==> src/prx_map.vh <==
`ifndef PRX_MAP_VH
`define PRX_MAP_VH
// ----------------------------------------
// register offsets
// ----------------------------------------
`define PRX_WAIT_TIME_ADDR 8'h83
`define PRX_WAIT_CFG_ADDR 8'h8d
`define PRX_PULSE_CFG_ADDR 8'h8e
`define PRX_GAIN_CFG_ADDR 8'h8f
`define PRX_REV_ADDR 8'h91
`define PRX_PART_ADDR 8'h92
`define PRX_FLAGS_ADDR 8'h93
`define PRX_MISC_CFG_ADDR 8'hab
// ----------------------------------------
// reset values
// ----------------------------------------
`define PRX_WAIT_TIME_RST 8'h00
`define PRX_WAIT_CFG_RST 8'h80
`define PRX_PULSE_CFG_RST 8'h4f
`define PRX_GAIN_CFG_RST 8'h80
`define PRX_MISC_CFG_RST 8'h0c
// ----------------------------------------
// field positions
// ----------------------------------------
`define PRX_WSTRETCH_BIT 2
`define PRX_CLR_ON_READ_BIT 7
`define PRX_F_SAT 6
`define PRX_F_PROX 5
`define PRX_F_CAL 3
`define PRX_F_ZERO 2
`define PRX_F_REFL 1
`define PRX_F_AMB 0
`define PRX_FLAG_MASK 8'h6f
// ----------------------------------------
// timing
// ----------------------------------------
`define PRX_CLK_HZ 10000000
`define PRX_WAIT_STEP_US 2810
`define PRX_WAIT_STEP_CYC ((`PRX_WAIT_STEP_US * (`PRX_CLK_HZ / 1000000)))
`define PRX_STRETCH_MUL 12
`define PRX_PULSE_BASE_US 4
`define PRX_PULSE_BASE_CYC (`PRX_PULSE_BASE_US * (`PRX_CLK_HZ / 1000000))
`define PRX_LED_STEP_MA 6
`endif

==> src/prx_wait_timer.v <==
`timescale 1ns/100ps
`default_nettype none
`include "prx_map.vh"
module prx_wait_timer #(
  parameter STEP_CYC = `PRX_WAIT_STEP_CYC
) (
  input wire clk_sys_i,
  input wire rst_n_i,
  input wire start_i,
  input wire [7:0] wait_val_i,
  input wire stretch_i,
  output reg busy_o,
  output reg done_o
);
  reg [15:0] pre_r;
  reg [3:0] mul_r;
  reg [7:0] cnt_r;
  // ----------------------------------------
  // prescaled down counter
  // ----------------------------------------
  always @(posedge clk_sys_i) begin
    done_o <= 1'b0;
    if (!rst_n_i) begin
      pre_r <= 16'h0000;
      mul_r <= 4'h0;
      cnt_r <= 8'h00;
      busy_o <= 1'b0;
    end else if (start_i && !busy_o) begin
      busy_o <= 1'b1;
      cnt_r <= wait_val_i;
      pre_r <= 16'h0000;
      mul_r <= stretch_i ? 4'hb : 4'h0;
    end else if (busy_o) begin
      if (pre_r != STEP_CYC[15:0] - 16'h0001) begin
        pre_r <= pre_r + 16'h0001;
      end else begin
        pre_r <= 16'h0000;
        if (mul_r != 4'h0) begin
          mul_r <= mul_r - 4'h1;
        end else if (cnt_r != 8'h00) begin
          cnt_r <= cnt_r - 8'h01;
          mul_r <= stretch_i ? 4'hb : 4'h0;
        end else begin
          busy_o <= 1'b0;
          done_o <= 1'b1;
        end
      end
    end
  end
endmodule
`default_nettype wire

==> src/prx_pulse_gen.v <==
`timescale 1ns/100ps
`default_nettype none
`include "prx_map.vh"
module prx_pulse_gen #(
  parameter BASE_CYC = `PRX_PULSE_BASE_CYC
) (
  input wire clk_sys_i,
  input wire rst_n_i,
  input wire start_i,
  input wire [1:0] width_i,
  input wire [5:0] count_i,
  output reg led_o,
  output reg busy_o
);
  reg [8:0] wcnt_r;
  reg [6:0] left_r;
  reg [8:0] len_r;
  // ----------------------------------------
  // width decode, 4 8 16 32 us
  // ----------------------------------------
  function [8:0] pw_cyc;
    input [1:0] code;
    begin
      pw_cyc = BASE_CYC[8:0] << code;
    end
  endfunction
  always @(posedge clk_sys_i) begin
    if (!rst_n_i) begin
      wcnt_r <= 9'h000;
      left_r <= 7'h00;
      len_r <= 9'h000;
      led_o <= 1'b0;
      busy_o <= 1'b0;
    end else if (start_i && !busy_o) begin
      busy_o <= 1'b1;
      led_o <= 1'b1;
      len_r <= pw_cyc(width_i);
      wcnt_r <= 9'h000;
      left_r <= {1'b0, count_i} + 7'h01;
    end else if (busy_o) begin
      if (wcnt_r != len_r - 9'h001) begin
        wcnt_r <= wcnt_r + 9'h001;
      end else begin
        wcnt_r <= 9'h000;
        if (led_o) begin
          led_o <= 1'b0;
          left_r <= left_r - 7'h01;
        end else if (left_r != 7'h00) begin
          led_o <= 1'b1;
        end else begin
          busy_o <= 1'b0;
        end
      end
    end
  end
endmodule
`default_nettype wire

==> src/prx_cfg_regs.v <==
`timescale 1ns/100ps
`default_nettype none
`include "prx_map.vh"
module prx_cfg_regs #(
  parameter [7:0] REVISION_NUMBER = 8'h01, // arbitrary value
  parameter [5:0] PART_NUMBER = 6'h2a, // arbitrary value
  parameter WAIT_STEP_CYC = `PRX_WAIT_STEP_CYC
) (
  input wire clk_sys_i,
  input wire rst_n_i,
  input wire wr_i,
  input wire rd_i,
  input wire [7:0] addr_i,
  input wire [7:0] wdata_i,
  input wire cycle_start_i,
  input wire prox_int_i,
  input wire prox_int_en_i,
  input wire refl_sat_i,
  input wire amb_sat_i,
  input wire cal_done_i,
  input wire zero_det_i,
  output reg [7:0] rdata_o,
  output reg [1:0] gain_sel_o,
  output reg [3:0] gain_mul_o,
  output reg [4:0] led_code_o,
  output reg [7:0] led_ma_o,
  output reg wait_busy_o,
  output reg wait_done_o,
  output reg led_o,
  output reg pulse_busy_o,
  output reg int_n_o,
  output reg int_oe_o
);
  // ----------------------------------------
  // registers
  // ----------------------------------------
  reg [7:0] wait_time_r;
  reg [7:0] wait_config_r;
  reg [7:0] pulse_config_r;
  reg [7:0] gain_drive_config_r;
  reg [7:0] misc_config_r;
  reg [7:0] irq_flags_r;
  reg [7:0] irq_flags_nxt;
  reg [7:0] rdata_nxt;
  wire wait_busy;
  wire wait_done;
  wire led;
  wire pulse_busy;
  wire flags_wr;
  wire flags_rd_clr;
  wire [7:0] set_v;
  wire [7:0] clr_v;
  assign flags_wr = wr_i && (addr_i == `PRX_FLAGS_ADDR);
  assign flags_rd_clr = rd_i && (addr_i == `PRX_FLAGS_ADDR) &&
    misc_config_r[`PRX_CLR_ON_READ_BIT];
  // ----------------------------------------
  // flag events
  // ----------------------------------------
  assign set_v[7] = 1'b0;
  assign set_v[`PRX_F_SAT] = refl_sat_i | amb_sat_i;
  assign set_v[`PRX_F_PROX] = prox_int_i;
  assign set_v[4] = 1'b0;
  assign set_v[`PRX_F_CAL] = cal_done_i;
  assign set_v[`PRX_F_ZERO] = zero_det_i;
  assign set_v[`PRX_F_REFL] = refl_sat_i;
  assign set_v[`PRX_F_AMB] = amb_sat_i;
  // ----------------------------------------
  // clear vector
  // ----------------------------------------
  assign clr_v[7:2] = flags_wr ? wdata_i[7:2] : 6'h00;
  assign clr_v[1] = flags_wr && (wdata_i[1] ||
    wdata_i[`PRX_F_SAT]);
  assign clr_v[0] = flags_wr && (wdata_i[0] ||
    wdata_i[`PRX_F_SAT]);
  always @* begin
    irq_flags_nxt = irq_flags_r;
    if (flags_rd_clr) begin
      irq_flags_nxt = 8'h00;
    end
    irq_flags_nxt = irq_flags_nxt & ~clr_v;
    irq_flags_nxt = (irq_flags_nxt | set_v) & `PRX_FLAG_MASK;
  end
  // ----------------------------------------
  // read mux
  // ----------------------------------------
  always @* begin
    case (addr_i)
      `PRX_WAIT_TIME_ADDR: rdata_nxt = wait_time_r;
      `PRX_WAIT_CFG_ADDR: rdata_nxt = wait_config_r;
      `PRX_PULSE_CFG_ADDR: rdata_nxt = pulse_config_r;
      `PRX_GAIN_CFG_ADDR: rdata_nxt = gain_drive_config_r;
      `PRX_REV_ADDR: rdata_nxt = {5'h00, REVISION_NUMBER[2:0]};
      `PRX_PART_ADDR: rdata_nxt = {PART_NUMBER, 2'b00};
      `PRX_FLAGS_ADDR: rdata_nxt = irq_flags_r;
      `PRX_MISC_CFG_ADDR: rdata_nxt = misc_config_r;
      default: rdata_nxt = 8'h00;
    endcase
  end
  // ----------------------------------------
  // register writes
  // ----------------------------------------
  always @(posedge clk_sys_i) begin
    if (!rst_n_i) begin
      wait_time_r <= `PRX_WAIT_TIME_RST;
      wait_config_r <= `PRX_WAIT_CFG_RST;
      pulse_config_r <= `PRX_PULSE_CFG_RST;
      gain_drive_config_r <= `PRX_GAIN_CFG_RST;
      misc_config_r <= `PRX_MISC_CFG_RST;
      irq_flags_r <= 8'h00;
      rdata_o <= 8'h00;
    end else begin
      irq_flags_r <= irq_flags_nxt;
      if (rd_i) begin
        rdata_o <= rdata_nxt;
      end
      if (wr_i) begin
        case (addr_i)
          `PRX_WAIT_TIME_ADDR: wait_time_r <= wdata_i;
          `PRX_WAIT_CFG_ADDR: wait_config_r <= wdata_i;
          `PRX_PULSE_CFG_ADDR: pulse_config_r <= wdata_i;
          `PRX_GAIN_CFG_ADDR: gain_drive_config_r <= wdata_i;
          `PRX_MISC_CFG_ADDR: misc_config_r <= wdata_i;
          default: misc_config_r <= misc_config_r;
        endcase
      end
    end
  end
  // ----------------------------------------
  // analog settings and pin
  // ----------------------------------------
  always @(posedge clk_sys_i) begin
    if (!rst_n_i) begin
      gain_sel_o <= 2'h2;
      gain_mul_o <= 4'h4;
      led_code_o <= 5'h00;
      led_ma_o <= 8'h06;
      int_n_o <= 1'b1;
      int_oe_o <= 1'b0;
      wait_busy_o <= 1'b0;
      wait_done_o <= 1'b0;
      led_o <= 1'b0;
      pulse_busy_o <= 1'b0;
    end else begin
      gain_sel_o <= gain_drive_config_r[7:6];
      gain_mul_o <= 4'h1 << gain_drive_config_r[7:6];
      led_code_o <= gain_drive_config_r[4:0];
      led_ma_o <= ({3'h0, gain_drive_config_r[4:0]} + 8'h01) *
        8'd`PRX_LED_STEP_MA;
      int_oe_o <= irq_flags_r[`PRX_F_PROX] && prox_int_en_i;
      int_n_o <= 1'b0;
      wait_busy_o <= wait_busy;
      wait_done_o <= wait_done;
      led_o <= led;
      pulse_busy_o <= pulse_busy;
    end
  end
  // ----------------------------------------
  // timers
  // ----------------------------------------
  prx_wait_timer #(.STEP_CYC(WAIT_STEP_CYC)) u_wait (
    .clk_sys_i(clk_sys_i),
    .rst_n_i(rst_n_i),
    .start_i(cycle_start_i),
    .wait_val_i(wait_time_r),
    .stretch_i(wait_config_r[`PRX_WSTRETCH_BIT]),
    .busy_o(wait_busy),
    .done_o(wait_done)
  );
  prx_pulse_gen u_pulse (
    .clk_sys_i(clk_sys_i),
    .rst_n_i(rst_n_i),
    .start_i(cycle_start_i),
    .width_i(pulse_config_r[7:6]),
    .count_i(pulse_config_r[5:0]),
    .led_o(led),
    .busy_o(pulse_busy)
  );
endmodule
`default_nettype wire

==> config.mk <==
export PLATFORM = sky130hd
export DESIGN_NAME = prx_cfg_regs
export DESIGN_NICKNAME = d
export VERILOG_FILES = /design/src/prx_wait_timer.v /design/src/prx_pulse_gen.v /design/src/prx_cfg_regs.v
export VERILOG_INCLUDE_DIRS = /design/src
export SDC_FILE = /design/constraint.sdc
export NUM_CORES = 1
export LEC_CHECK = 0
export BUFFER_PORTS_ARGS = -buffer_cell sky130_fd_sc_hd__buf_2
export CORE_ASPECT_RATIO = 1.1
export CORE_MARGIN = 3
export CORE_UTILIZATION = 45
export DETAILED_ROUTE_END_ITERATION = 10
export HOLD_SLACK_MARGIN = 0.08
export PLACE_DENSITY_LB_ADDON = 0.05
export SETUP_SLACK_MARGIN = 0.3
export SLEW_MARGIN = 20
export SYNTH_ARGS = -nofsm -noshare
export SYNTH_HDL_FRONTEND = slang
export SYNTH_SLANG_ARGS = --single-unit
export TNS_END_PERCENT = 1
==> constraint.sdc <==
create_clock -name clk_sys_i -period 2.2 [get_ports clk_sys_i]
set_input_delay 0.44 -clock clk_sys_i [delete_from_list [all_inputs] [get_ports clk_sys_i]]
set_output_delay 0.44 -clock clk_sys_i [all_outputs]
set_load 0.05 [all_outputs]
== Word-level counts from Yosys, hierarchy flattened ==
Cells that the tools add are included.
Widths: inputs -> output; s select.

* Output and inout bits: 33
* Register bits after elaboration: 136

* $add $sub $neg: 8
* Equality and inequality tests: 13
* Bitwise gates (word level): 6
* Reductions and logical operators: 32
* Shifts and indexed selects: 2
* Mux-type cells: 36
* Multipliers: 1

{| class="wikitable"
|+ Operator list
! cell !! count
|-
| $eq 8x8->1 const B || 8
|-
| $pmux 8 s8 || 1
|-
| $mux 8 || 5
|-
| $mux 7 || 5
|-
| $mux 4 || 6
|-
| $add 16x1->16 const B || 1
|-
| $mux 1 || 16
|-
| $mux 16 || 1
|-
| $ne 16x15->1 const B || 1
|-
| $reduce_and 2->1 || 6
|-
| $add 9x1->9 const B || 1
|-
| $mux 9 || 1
|-
| $ne 9x9->1 || 1
|-
| $shl 6x2->9 const A || 1
|-
| $sub 9x1->9 const B || 1
|-
| $logic_and 1x1->1 || 8
|-
| $reduce_bool 2->1 || 4
|-
| $reduce_bool 8->1 || 1
|-
| $sub 8x1->8 const B || 1
|-
| $add 6x1->7 const B || 1
|-
| $and 7x7->7 || 1
|-
| $mul 6x2->7 const B || 1
|-
| $not 7->7 || 1
|-
| $or 7x7->7 || 1
|-
| other kinds (17) || 24
|}

== Logic depth before layout (Yosys ltp) ==
Gate-level depths: netlist of the first run.

* Depth in word-level cells: 6
* Depth in mapped cells: 10
* Depth with buffers taken out: 10

== Cells and area by module ==
Synthesis of the first run repeated with hierarchy kept, for this count alone.

* Cell total of the unflattened synthesis: 713
* Area, all modules: 6363.6 µm²

{| class="wikitable"
|+ By module, submodules not included
! module !! instances !! sequential area each (µm²) !! cells each !! area each (µm²)
|-
| prx_cfg_regs || 1 || 1561.5 || 354 || 3325.7
|-
| prx_wait_timer || 1 || 600.6 || 193 || 1617.8
|-
| prx_pulse_gen || 1 || 480.5 || 166 || 1420.1
|}

== Least setup slack after synthesis of the first run ==
OpenSTA, ideal clock, no wires.

* Path kind: reg-to-reg
* From: register u_pulse.len_r[3]
* To: register u_pulse.wcnt_r[0]
* Path buffers: 1
* Clock period less this slack: 2147 ps
* Cell stages (with the launch flop): 10
* Slack: 53 ps
* Library setup time: 116 ps
* Data required time: 2084 ps
* Data arrival time: 2031 ps
* Path through: dfxtp_1 -> inv_1 -> ha_1 -> o21ba_1 -> a221oi_2 -> o2111ai_4 -> nor4_2 -> nand2b_1 -> buf_2 -> nor2_1

* Longest elaborated chain between the ends: 3

{| class="wikitable"
|+ RTL lines
! item !! line !! text
|-
| from (decl) || prx_pulse_gen.v:17 || <nowiki>reg [8:0] len_r;</nowiki>
|-
| from (signal assigned) || prx_pulse_gen.v:37 || <nowiki>len_r <= pw_cyc(width_i);</nowiki>
|-
| $sub 9x1->9 || prx_pulse_gen.v:41 || <nowiki>if (wcnt_r != len_r - 9'h001) begin</nowiki>
|-
| $ne 9x9->1 || prx_pulse_gen.v:41 ||
|-
| $mux 9 || prx_pulse_gen.v:41 ||
|-
| to (signal assigned) || prx_pulse_gen.v:42 || <nowiki>wcnt_r <= wcnt_r + 9'h001;</nowiki>
|-
| to (decl) || prx_pulse_gen.v:15 || <nowiki>reg [8:0] wcnt_r;</nowiki>
|}

Every way passes these cells.
A chain may end at the register's enable or synchronous reset.

== Final worst setup path of the first run ==
* From: register u_pulse.len_r[4]
* To: register u_pulse.left_r[3]

* Longest elaborated chain between the ends: 4

{| class="wikitable"
|+ RTL lines
! item !! line !! text
|-
| $sub 9x1->9 || prx_pulse_gen.v:41 ||
|-
| $ne 9x9->1 || prx_pulse_gen.v:41 ||
|-
| $ne 2x1->1 (no line) || -- ||
|-
| $reduce_and 3->1 (no line) || -- ||
|-
| to (signal assigned) || prx_pulse_gen.v:39 || <nowiki>left_r <= {1'b0, count_i} + 7'h01;</nowiki>
|-
| to (signal assigned) || prx_pulse_gen.v:47 || <nowiki>left_r <= left_r - 7'h01;</nowiki>
|-
| to (decl) || prx_pulse_gen.v:16 || <nowiki>reg [6:0] left_r;</nowiki>
|}

Every way passes these cells.

==> results of run 1 <==
-- power breakdown --
part / switching [µW] / leakage, µW / internal [µW]
combinational: 236 / 0.00167 / 139
clock: 1060 / 0.000317 / 2070
sequential: 32.7 / 0.00107 / 2430
-- per-layer routing --
metal / up-vias / part of all wire (%) / wire length, µm / track usage (%)
li1: 2605 / - / - / -
met1: 2471 / 46 / 6927 / 29.45
met2: 119 / 48 / 7254 / 34.92
met3: 18 / 4.8 / 730 / 4.784
met4: 0 / 1.5 / 228 / 5.392
met5: - / 0 / 0 / 0
-- cells by family (layout without fill, tap and decap cells) --
logic type	after synthesis	count (layout)	synth area share, %
mux	20	20	3.340
simple gates	301	301	25.06
flops	132	132	43.82
fa+ha+maj	17	17	3.651
other cells	1	1	0.06218
xor+xnor	49	49	7.116
compound gates	128	128	13.38
buf+inv	55	147	3.569
-- final cells by class --
class                      instances  area, µm²  share of cell area [%]
tap                              157      196.4                   2.646
clock buffer                      20      456.7                   6.152
inverter                          21      81.33                   1.096
multi-input combinational        516       3264                   43.97
clock inverter                    12      201.4                   2.714
sequential                       132       2655                   35.77
timing repair buffer              94      568.0                   7.652
-- flip-flops by register name, indices dropped and copies added, names as in the netlist, 2 cells and up --
name	count
misc_config_r	8
u_wait.mul_r	4
wait_config_r	8
irq_flags_r	6
pulse_config_r	8
gain_sel_o	2
led_ma_o	7
u_wait.pre_r	16
gain_mul_o	4
rdata_o	8
u_pulse.len_r	6
gain_drive_config_r	8
u_wait.cnt_r	8
wait_time_r	8
u_pulse.left_r	7
led_code_o	5
u_pulse.wcnt_r	9
-- how the worst max path moves through the flow --
stage	from	to	slack (ps)	cells past startpoint
final	u_pulse.len_r[4]	u_pulse.left_r[3]	180	9
after global routing	u_pulse.len_r[4]	u_pulse.left_r[1]	80	9
after CTS	u_pulse.len_r[3]	u_pulse.left_r[1]	160	9
after detailed placement	gain_drive_config_r[1]	led_ma_o[7]	60	9
after global placement	gain_drive_config_r[1]	led_ma_o[7]	110	9
after floorplan	u_pulse.len_r[3]	u_pulse.wcnt_r[8]	150	9
-- worst max-delay path, delay by kind of cell (launching register included) --
kind / cells / cell delay, ps
simple gates: 1 / 190
compound gates: 5 / 960
flops: 1 / 380
fa+ha+maj: 1 / 160
buf+inv: 2 / 220
-- layout by cell type, fill, tap and decap left out, types with 3 or more instances in the layout --
cell type and instances:
sky130_fd_sc_hd__dfxtp_1 126, sky130_fd_sc_hd__buf_4 34, sky130_fd_sc_hd__mux2i_1 19, sky130_fd_sc_hd__a31oi_1 10
sky130_fd_sc_hd__o21ai_0 20, sky130_fd_sc_hd__and3_1 14, sky130_fd_sc_hd__nand2_1 79, sky130_fd_sc_hd__nor3_1 12
sky130_fd_sc_hd__a21oi_1 56, sky130_fd_sc_hd__xor2_1 21, sky130_fd_sc_hd__nor2b_1 5, sky130_fd_sc_hd__inv_1 18
sky130_fd_sc_hd__nor3b_1 4, sky130_fd_sc_hd__a21oi_2 3, sky130_fd_sc_hd__a222oi_1 7, sky130_fd_sc_hd__buf_2 58
sky130_fd_sc_hd__a21o_1 8, sky130_fd_sc_hd__clkbuf_16 17, sky130_fd_sc_hd__dfxtp_2 4, sky130_fd_sc_hd__nand4_1 12
sky130_fd_sc_hd__ha_1 15, sky130_fd_sc_hd__nand3_1 55, sky130_fd_sc_hd__nor3_2 3, sky130_fd_sc_hd__or3_1 5
sky130_fd_sc_hd__nor4_4 3, sky130_fd_sc_hd__bufinv_16 5, sky130_fd_sc_hd__nor2_1 76, sky130_fd_sc_hd__o21ai_1 3
sky130_fd_sc_hd__and2_1 13, sky130_fd_sc_hd__nand2b_1 4, sky130_fd_sc_hd__xnor2_1 27
-- stage by stage --
step                worst slack (ps)  hold slack (ps)  area, µm²
floorplan                      149.7            411.9       6078
global placement               113.9            430.0       6640
detailed placement             57.74            431.1       6640
CTS                            160.1            232.4       7398
global route                   78.81            239.8       7423
finish                         182.1            252.1       7423
-- repair_timing --
item	4_1_cts	5_1_grt
buffers inserted	5	2
gates resized for setup	14	5
pin swaps	13	7
setup endpoints to repair	29	33
==> key figures, run 1 <==
Timing
  • Setup Total Neg Slack: 0 ps
  • Transition time at the pin with the least slew margin: 682.1 ps
  • Final Cycle Share: 91.72%
  • RSZ-0062 raised after global routing: true
  • Final Skew: 7.491 ps
  • Fin crit period: 2018 ps
  • Count of final setup violators: 0
  • Endpoints failing hold: 0
  • Relative slew slack: 54.36%
  • Maximum clock frequency: 0.4956 GHz
  • Number of slew-limit violations in the final report: 0

Final layout
  • Layout Nets: 826
  • Antenna Cells: 0
  • Number of non-filler instances in the completed layout: 952
  • Ratio of cells with drive above 1 in the final layout: 20.00%
  • Fin util: 57.73%
  • Filler instances: 1173
  • Area added between synthesis and finish: 23.09%

Global routing
  • Vias in the first global route: 5131
  • Initial antenna violation count: 0
  • Maximum number of pins on one net before global-route repair: 25
  • Remaining global-route overflow: 0
  • Wire length of the first global-routing pass: 25660 µm
  • Aggregate global-route resource usage: 21.66%

Synthesis
  • EDFF count, synth: 0
  • Async set-reset flop share out of synthesis: 0%
  • Cell type with the largest total area after synthesis: sky130_fd_sc_hd__dfxtp_1
  • Share of the synthesized area in the top cell type: 43.82%
  • Proportion of synthesized chip area in sequential cells: 43.82%
  • Total number of yosys warnings: 0
  • Area contributors post-synth: sky130_fd_sc_hd__dfxtp_1 (44%), sky130_fd_sc_hd__nand2_1 (4.9%), sky130_fd_sc_hd__a21oi_1 (4.9%)
  • Total nets after synthesis: 747
  • Post-Synthesis Cells: 703
  • Cell with the most instances after synthesis: sky130_fd_sc_hd__dfxtp_1
  • Commonest register cell after synthesis: sky130_fd_sc_hd__dfxtp_1
  • Average size of a mapped cell: 8.579 µm²
  • Netlist area before placement: 0.006031 mm²
  • Most frequent cells after synthesis: sky130_fd_sc_hd__dfxtp_1 (132), sky130_fd_sc_hd__nand2_1 (79), sky130_fd_sc_hd__nor2_1 (77)
  • Flip-flop and latch count after synthesis: 132
  • Number of distinct standard cells referenced by the synthesized netlist: 62

Clock tree
  • Clk Latency, worst-skew pair: 420 ps
  • Total clock buffers created by CTS: 17
  • Maximum root-to-sink buffer count: 2
  • Clock Pin Slew Worst Setup and Hold Paths: 60 ps
  • Library cell used as clock root buffer: sky130_fd_sc_hd__clkbuf_16
  • Total number of clock tree sinks: 132
  • Count of hold-fix buffers inserted at cts: 0
  • CTS tree: yes
  • Maximum level of the CTS H-tree: 4

Setup path
  • Signal arrival time at the worst endpoint: 2320 ps
  • Worst r2r src: u_pulse.len_r[4]
  • R2R Setup Slk: 180 ps
  • Critical path class: reg -> reg
  • CP required: 2500 ps
  • CP max stage delay: 380 ps
  • Cell-by-cell trace of the critical path: inv_4 -> ha_4 -> o21ba_4 -> a221oi_4 -> o2111ai_4 -> buf_6 -> nor2_4 -> a21oi_2 -> o31a_1
  • Capturing point of the worst reg2reg path: u_pulse.left_r[3]
  • Worst path slowest cell: sky130_fd_sc_hd__dfxtp_4
  • Nature of the critical path endpoint: flip-flop
  • Maximum fanout along the worst path: 5
  • Count of cells along the worst register-to-register path: 9
  • Category of the worst setup path launch point: flip-flop

Drt
  • Routed Antenna Nets: 0
  • Average wire per standard cell: 15.90 µm
  • Number of vias per cell after detailed routing: 5.476
  • Initial DRC Count: 345
  • Remaining DRCs: 0
  • Detailed-routing iteration count for the pre-antenna-repair pass: 7
  • Vias after detailed routing: 5213
  • Total Wirelength: 15140 µm

Floorplanning
  • Die height: 127.4 µm
  • # IOs: 60
  • Placeable core area: 0.01286 mm²
  • Horiz. Die Dim: 116.4 µm
  • Number of rows in the core area: 43
  • Overall die area: 0.01483 mm²
  • Effective utilization at floorplan: 46.90%

Placement
  • Input/output buffers: 58
  • Final Wtd Congestion: 0.8811
  • DPL Wire Length: 10870 µm
  • Number of cells in the design after placement: 913

Power and ir drop
  • Overall power of the completed layout: 5971 µW
  • Leakage power: 0.003058 µW
  • Peak ir drop on the vdd network: 0.4387 mV
  • Pwr/cell area: 804.4 mW/mm²

Worst hold path
  • Worst min-delay path class: in -> reg
  • Sink of the worst hold path: irq_flags_r[3]
  • Launch instance of the worst min-delay path: cal_done_i
  • Cell depth of the worst hold path: 3

Run status
  • Status: finished, final reports clean

Job
  • Max-cap violation count: 0
Note: power is estimated with default switching activity, not from simulation.
==> run 2: changes to the inputs <==
- SETUP_SLACK_MARGIN: 0.3 -> not set
==> run 2 against run 1 <==
- cell area shrank 0.56%
- clock power is essentially flat
- via count grew 0.92%
- highest routed layer unchanged
- combinational power shrank 5.6%
- core utilization shrank 0.32 points
- largest cell class unchanged
- routed wire length shrank 2.2%
==> key figures, run 2 (synthesis results as in run 1) <==
Setup path
  • Worst r2r src: u_wait.pre_r[0]
  • Category of the worst setup path launch point: flip-flop
  • Critical path class: reg -> reg
  • CP required: 2550 ps (+50 ps)
  • Nature of the critical path endpoint: flip-flop
  • Signal arrival time at the worst endpoint: 2440 ps (+120 ps)
  • Count of cells along the worst register-to-register path: 7 (-2)
  • R2R Setup Slk: 110 ps (-70 ps)
  • Maximum fanout along the worst path: 3 (-2)
  • Capturing point of the worst reg2reg path: u_wait.cnt_r[1]

Drt
  • Routed Antenna Nets: 0 (unchanged)
  • Average wire per standard cell: 15.53 µm (-2.3%)
  • Total Wirelength: 14800 µm (-2.2%)
  • Initial DRC Count: 358 (+3.8%)
  • Number of vias per cell after detailed routing: 5.520 (+0.81%)
  • Vias after detailed routing: 5261 (+0.92%)
  • Remaining DRCs: 0 (unchanged)
  • Detailed-routing iteration count for the pre-antenna-repair pass: 5 (-2)

Final layout
  • Most used cells in the layout excluding fill and tap cells: sky130_fd_sc_hd__dfxtp_1 (129), sky130_fd_sc_hd__nand2_1 (79), sky130_fd_sc_hd__nor2_1 (76)
  • Layout Nets: 827 (+0.12%)
  • Ratio of cells with drive above 1 in the final layout: 19.22% (-0.78 points)
  • Largest registers in the final layout: u_wait.pre_r: 16 flops, u_pulse.wcnt_r: 9 flops
  • Number of non-filler instances in the completed layout: 953 (+0.11%)
  • Most frequent standard cell in the layout excluding fill and tap cells: sky130_fd_sc_hd__dfxtp_1
  • Flip-flop count of the largest register, all copies and words added: 16 (unchanged)
  • Antenna Cells: 0 (unchanged)
  • Register with the most flip-flops: u_wait.pre_r
  • Filler instances: 1150 (-2.0%)
  • Area added between synthesis and finish: 22.41%

Clock tree
  • Clk Latency, worst-skew pair: 420 ps (about the same)
  • Total clock buffers created by CTS: 17 (unchanged)
  • Maximum root-to-sink buffer count: 2 (unchanged)
  • Clock Pin Slew Worst Setup and Hold Paths: 50 ps (about the same)
  • CTS tree: yes
  • Maximum level of the CTS H-tree: 4 (unchanged)
  • Library cell used as clock root buffer: sky130_fd_sc_hd__clkbuf_16
  • Total number of clock tree sinks: 132 (unchanged)

Timing
  • Maximum clock frequency: 0.4788 GHz (-3.4%)
  • Endpoints failing hold: 0 (unchanged)
  • Final Skew: 6.611 ps (-0.8800 ps)
  • Final Cycle Share: 94.93% (+3.2 points)
  • Number of slew-limit violations in the final report: 0 (unchanged)
  • RSZ-0062 raised after global routing: true
  • Relative slew slack: 34.29% (-20 points)
  • Fin crit period: 2089 ps (+70.65 ps)
  • Final hold slack: 233.5 ps (-18.62 ps)
  • Transition time at the pin with the least slew margin: 970.3 ps (+288.2 ps)
  • Count of final setup violators: 0 (unchanged)

Power and ir drop
  • Clk pwr share: 52.6% (about the same)
  • Net Sw Power: 1272 µW (-4.6%)
  • Peak ir drop on the vdd network: 0.5444 mV (+24%)
  • Leakage power: 0.003071 µW (+0.43%)
  • Design internal power: 4658 µW (+0.41%)
  • Part of the total power dissipated in combinational logic: 6.0% (-0.3 points)
  • Pwr/cell area: 803.2 mW/mm² (-0.14%)
  • Overall power of the completed layout: 5929 µW (-0.70%)
  • Power share of the sequential group: 41.5% (+0.3 points)
  • Switching share of total power: 21.44% (-0.87 points)

Job
  • Max-cap violation count: 0 (unchanged)

Placement
  • Final Wtd Congestion: 0.8674 (-1.6%)
  • Input/output buffers: 58 (unchanged)
  • DPL Wire Length: 10720 µm (-1.4%)
  • Number of cells in the design after placement: 921 (+0.88%)

Floorplanning
  • Horiz. Die Dim: 116.4 µm (unchanged)
  • Effective utilization at floorplan: 46.90% (unchanged)
  • # IOs: 60 (unchanged)
  • Placeable core area: 0.01286 mm² (unchanged)
  • Number of rows in the core area: 43 (unchanged)
  • Die height: 127.4 µm (unchanged)
  • Overall die area: 0.01483 mm² (unchanged)

Worst hold path
  • Sink of the worst hold path: irq_flags_r[3]
  • Cell depth of the worst hold path: 3 (unchanged)
  • Launch instance of the worst min-delay path: cal_done_i
  • Worst min-delay path class: in -> reg

Global routing
  • Initial antenna violation count: 0 (unchanged)
  • Maximum number of pins on one net before global-route repair: 52 (+110%)
  • Wire length of the first global-routing pass: 24410 µm (-4.9%)
  • Aggregate global-route resource usage: 20.77% (-0.90 points)
  • Vias in the first global route: 4918 (-4.2%)
  • Remaining global-route overflow: 0 (unchanged)

Run status
  • Status: finished, final reports clean
## run 2: worst max-delay path, cell delays in order (launching register included)
cell,delay [ps]
sky130_fd_sc_hd__dfxtp_1,380
sky130_fd_sc_hd__ha_1,190
sky130_fd_sc_hd__nand2_1,90
sky130_fd_sc_hd__or3_1,330
sky130_fd_sc_hd__or2_1,260
sky130_fd_sc_hd__nor3_2,310
sky130_fd_sc_hd__mux2_1,350
sky130_fd_sc_hd__o21ai_1,120
## run 2: power groups by stage
stage / registers (µW) / clock network [µW] / logic (µW)
after floorplan: 2520 / 0 / 215
after global placement: 2510 / 0 / 345
after detailed placement: 2510 / 0 / 348
after CTS: 2460 / 3170 / 349
after global routing: 2460 / 3280 / 392
final: 2460 / 3120 / 354
## run 2: final cells by class
type                            count  area [µm²]  share of cell area, %
Multi-Input combinational cell    516        3206                  43.42
Sequential cell                   132        2649                  35.88
Timing Repair Buffer               95       588.1                  7.966
Clock buffer                       24       521.8                  7.068
Tap cell                          157       196.4                  2.661
Clock inverter                      8       142.6                  1.932
Inverter                           21       78.83                  1.068
## run 2: routing by layer
| layer | track usage, % | vias to the layer above | share of wire (%) |
|---|---|---|---|
| met3 | 4.642 | 18 | 4.5 |
| met1 | 27.39 | 2508 | 46 |
| li1 | - | 2616 | - |
| met4 | 8.601 | 0 | 1.7 |
| met2 | 32.69 | 119 | 48 |
| met5 | 0 | - | 0 |
## run 2: worst max-delay path by stage
| stage | startpoint | endpoint | slack, ps | cells after the start |
|---|---|---|---|---|
| finish | u_wait.pre_r[0] | u_wait.cnt_r[1] | 110 | 7 |
| floorplan | u_pulse.len_r[3] | u_pulse.wcnt_r[0] | 50 | 9 |
| global route | u_wait.pre_r[0] | u_wait.cnt_r[1] | -60 | 7 |
| global placement | addr_i[7] | rdata_o[1] | -120 | 10 |
| CTS | u_pulse.len_r[3] | u_pulse.left_r[3] | 30 | 7 |
| detailed placement | addr_i[7] | rdata_o[1] | -70 | 10 |
## run 2: through the flow
stage / setup TNS (ps) / util, % / setup WS (ps) / area (µm²)
2_1_floorplan: 0 / - / 53.13 / 6031
3_3_place_gp: -199.6 / 51.88 / -119.0 / 6671
3_5_place_dp: -347.7 / 51.88 / -71.67 / 6671
4_1_cts: 0 / 57.06 / 34.61 / 7337
5_1_grt: -184.4 / 57.41 / -61.80 / 7382
6_report: 0 / 57.41 / 111.5 / 7382
## run 2: what timing repair did
action                     in CTS  in global routing
resized for setup               1                 13
buffers inserted                0                  0
setup endpoints to repair       1                 22
gates cloned                    0                  0
hold buffers                    0                  0
pin swaps                       1                  6
==> run 3: changes to the inputs <==
- CORE_UTILIZATION: 45 -> 43
==> run 3 against run 2 <==
- cell area shrank 1.4%
- register-to-register slack worse by 40 ps
- largest cell class unchanged
- clock skew is essentially flat
- largest power group unchanged
- critical path depth unchanged
- non-clock buffer count stayed put
- clock-buffer cell count is 1 higher
- core utilization down 3.2 points
- clock power shrank 15%
- sequential cell count unchanged
- worst setup slack lost 37 ps
==> key figures, run 3 (synthesis results as in run 1) <==
Run status
  • Status: finished, final reports clean

Final layout
  • Flip-flop count of the largest register, all copies and words added: 16 (unchanged)
  • Register with the most flip-flops: u_wait.pre_r
  • Multi-input gate area: 0.003207 mm² (about the same)
  • Filler instances: 1294 (+13%)
  • Largest registers in the final layout: u_wait.pre_r: 16 flops, u_pulse.wcnt_r: 9 flops
  • Most frequent standard cell in the layout excluding fill and tap cells: sky130_fd_sc_hd__dfxtp_1
  • Most used cells in the layout excluding fill and tap cells: sky130_fd_sc_hd__dfxtp_1 (131), sky130_fd_sc_hd__nand2_1 (79), sky130_fd_sc_hd__nor2_1 (77)
  • Antenna Cells: 0 (unchanged)
  • Layout Nets: 827 (unchanged)
  • Ratio of cells with drive above 1 in the final layout: 18.14% (-1.1 points)
  • Area added between synthesis and finish: 20.66%
  • Sequential standard cell area: 0.002644 mm² (-0.19%)

Clock tree
  • Total number of clock tree sinks: 132 (unchanged)
  • Clk Latency, worst-skew pair: 420 ps (about the same)
  • Total clock buffers created by CTS: 17 (unchanged)
  • Maximum root-to-sink buffer count: 2 (unchanged)
  • Maximum level of the CTS H-tree: 4 (unchanged)
  • Library cell used as clock root buffer: sky130_fd_sc_hd__clkbuf_16
  • Clock Pin Slew Worst Setup and Hold Paths: 50 ps (about the same)
  • Count of hold-fix buffers inserted at cts: 0 (unchanged)
  • CTS tree: yes

Timing
  • Count of final setup violators: 0 (unchanged)
  • Relative slew slack: 39.14% (+4.8 points)
  • Final Cycle Share: 96.60% (+1.7 points)
  • RSZ-0062 raised after global routing: true
  • Endpoints failing hold: 0 (unchanged)
  • Number of slew-limit violations in the final report: 0 (unchanged)
  • Final Skew: 6.991 ps (+0.3794 ps)
  • Transition time at the pin with the least slew margin: 898.7 ps (-71.56 ps)
  • Fin crit period: 2125 ps (+36.66 ps)
  • Final hold slack: 252.4 ps (+18.87 ps)
  • Maximum clock frequency: 0.4705 GHz (-1.7%)

Setup path
  • Worst r2r src: u_pulse.len_r[3]
  • Nature of the critical path endpoint: flip-flop
  • Startpoint of the worst setup timing path: u_pulse.len_r[3]
  • CP Capture Point: u_pulse.left_r[3]
  • Signal arrival time at the worst endpoint: 2430 ps (about the same)
  • Maximum fanout along the worst path: 5 (+2)
  • Category of the worst setup path launch point: flip-flop
  • R2R Setup Slk: 70 ps (-40 ps)
  • CP required: 2510 ps (-40 ps)
  • Capturing point of the worst reg2reg path: u_pulse.left_r[3]
  • Critical path class: reg -> reg
  • Count of cells along the worst register-to-register path: 7 (unchanged)

Floorplanning
  • Placeable core area: 0.01343 mm² (+4.5%)
  • Die height: 130.2 µm (+2.2%)
  • Overall die area: 0.01548 mm² (+4.4%)
  • Horiz. Die Dim: 118.9 µm (+2.2%)
  • # IOs: 60 (unchanged)
  • Number of rows in the core area: 44 (+2.3%)
  • Effective utilization at floorplan: 44.90% (-2.0 points)

Drt
  • Average wire per standard cell: 15.74 µm (+1.3%)
  • Routed Antenna Nets: 0 (unchanged)
  • Number of vias per cell after detailed routing: 5.366 (-2.8%)
  • Detailed-routing iteration count for the pre-antenna-repair pass: 6 (+1)
  • Total Wirelength: 15390 µm (+4.0%)
  • Remaining DRCs: 0 (unchanged)
  • Initial DRC Count: 373 (+4.2%)
  • Vias after detailed routing: 5248 (-0.25%)

Power and ir drop
  • Clk pwr share: 48.4% (-4.2 points)
  • Power share of the sequential group: 45.0% (+3.5 points)
  • Switching share of total power: 22.99% (+1.5 points)
  • Net Sw Power: 1256 µW (-1.2%)
  • Pwr/cell area: 750.7 mW/mm² (-6.5%)
  • Overall power of the completed layout: 5463 µW (-7.9%)
  • Part of the total power dissipated in combinational logic: 6.6% (+0.6 points)
  • Peak ir drop on the vdd network: 0.3963 mV (-27%)
  • Leakage power: 0.003010 µW (-2.0%)
  • Design internal power: 4207 µW (-9.7%)

Global routing
  • Remaining global-route overflow: 0 (unchanged)
  • Met2 routing resource usage after global routing: 34.05% (+1.4 points)
  • Aggregate global-route resource usage: 20.61% (-0.16 points)
  • Wire length of the first global-routing pass: 25370 µm (+4.0%)
  • Initial antenna violation count: 0 (unchanged)
  • Maximum number of pins on one net before global-route repair: 37 (-29%)
  • Vias in the first global route: 4992 (+1.5%)
  • Met3 Usage GRT: 4.768% (+0.13 points)
  • Fraction of met1 tracks used by global routing: 26.09% (-1.3 points)
  • Highest-utilization routing layer at the global route stage: met2

Worst hold path
  • Worst min-delay path class: in -> reg

Placement
  • DPL Wire Length: 11140 µm (+3.9%)
  • Input/output buffers: 58 (unchanged)
  • Final Wtd Congestion: 0.8591 (-0.96%)

Job
  • Max-cap violation count: 0 (unchanged)
[run 3: area by class of cell]
type	instances	share of cell area [%]
Inverter	21	1.083
Tap cell	184	3.164
Multi-Input combinational cell	516	44.07
Clock buffer	25	6.809
Timing Repair Buffer	95	7.858
Clock inverter	5	0.6878
Sequential cell	132	36.33
[run 3: critical path, stage by stage (launching register included)]
cell and delay, ps:
sky130_fd_sc_hd__dfxtp_1 310, sky130_fd_sc_hd__buf_4 150, sky130_fd_sc_hd__nor4_4 310, sky130_fd_sc_hd__a21oi_2 110
sky130_fd_sc_hd__or4b_4 600, sky130_fd_sc_hd__nor2_4 180, sky130_fd_sc_hd__a21oi_1 80, sky130_fd_sc_hd__o31a_1 270
[run 3: through the flow]
step / setup slack (ps) / cells / area (µm²) / utilization, % / TNS (ps)
final: 74.80 / 978 / 7277 / 54.17 / 0
after global routing: -25.81 / 978 / 7277 / 54.17 / -47.51
after CTS: 6.092 / 976 / 7223 / 53.77 / 0
after detailed placement: -11.70 / 946 / 6678 / 49.71 / -11.70
after global placement: 26.97 / 946 / 6678 / 49.71 / 0
after floorplan: 53.13 / 703 / 6031 / - / 0
[run 3: power groups by stage]
stage / logic, µW / clock network (µW) / registers, µW
floorplan: 215 / 0 / 2520
global placement: 348 / 0 / 2510
detailed placement: 351 / 0 / 2510
CTS: 353 / 2690 / 2460
global route: 398 / 2800 / 2460
finish: 361 / 2640 / 2460
[run 3: timing repair]
action | 4_1_cts | 5_1_grt
resized for setup | 0 | 10
buffers inserted | 0 | 2
endpoints found under the setup margin | 0 | 28
[run 3: metal layers]
layer | share of wire [%] | routed length (µm)
met5 | 0 | 0
met4 | 2.3 | 356
met3 | 4.6 | 707
met2 | 47 | 7220
met1 | 46 | 7105
[run 3: how the worst min path moves through the flow]
stage	from	cells after the start	slack (ps)	to
final	prox_int_i	3	250	irq_flags_r[5]
after global routing	zero_det_i	3	270	irq_flags_r[2]
after CTS	prox_int_i	3	230	irq_flags_r[5]
after detailed placement	u_wait.done_o	1	420	wait_done_o
after global placement	u_wait.done_o	1	430	wait_done_o
after floorplan	u_wait.done_o	1	410	wait_done_o
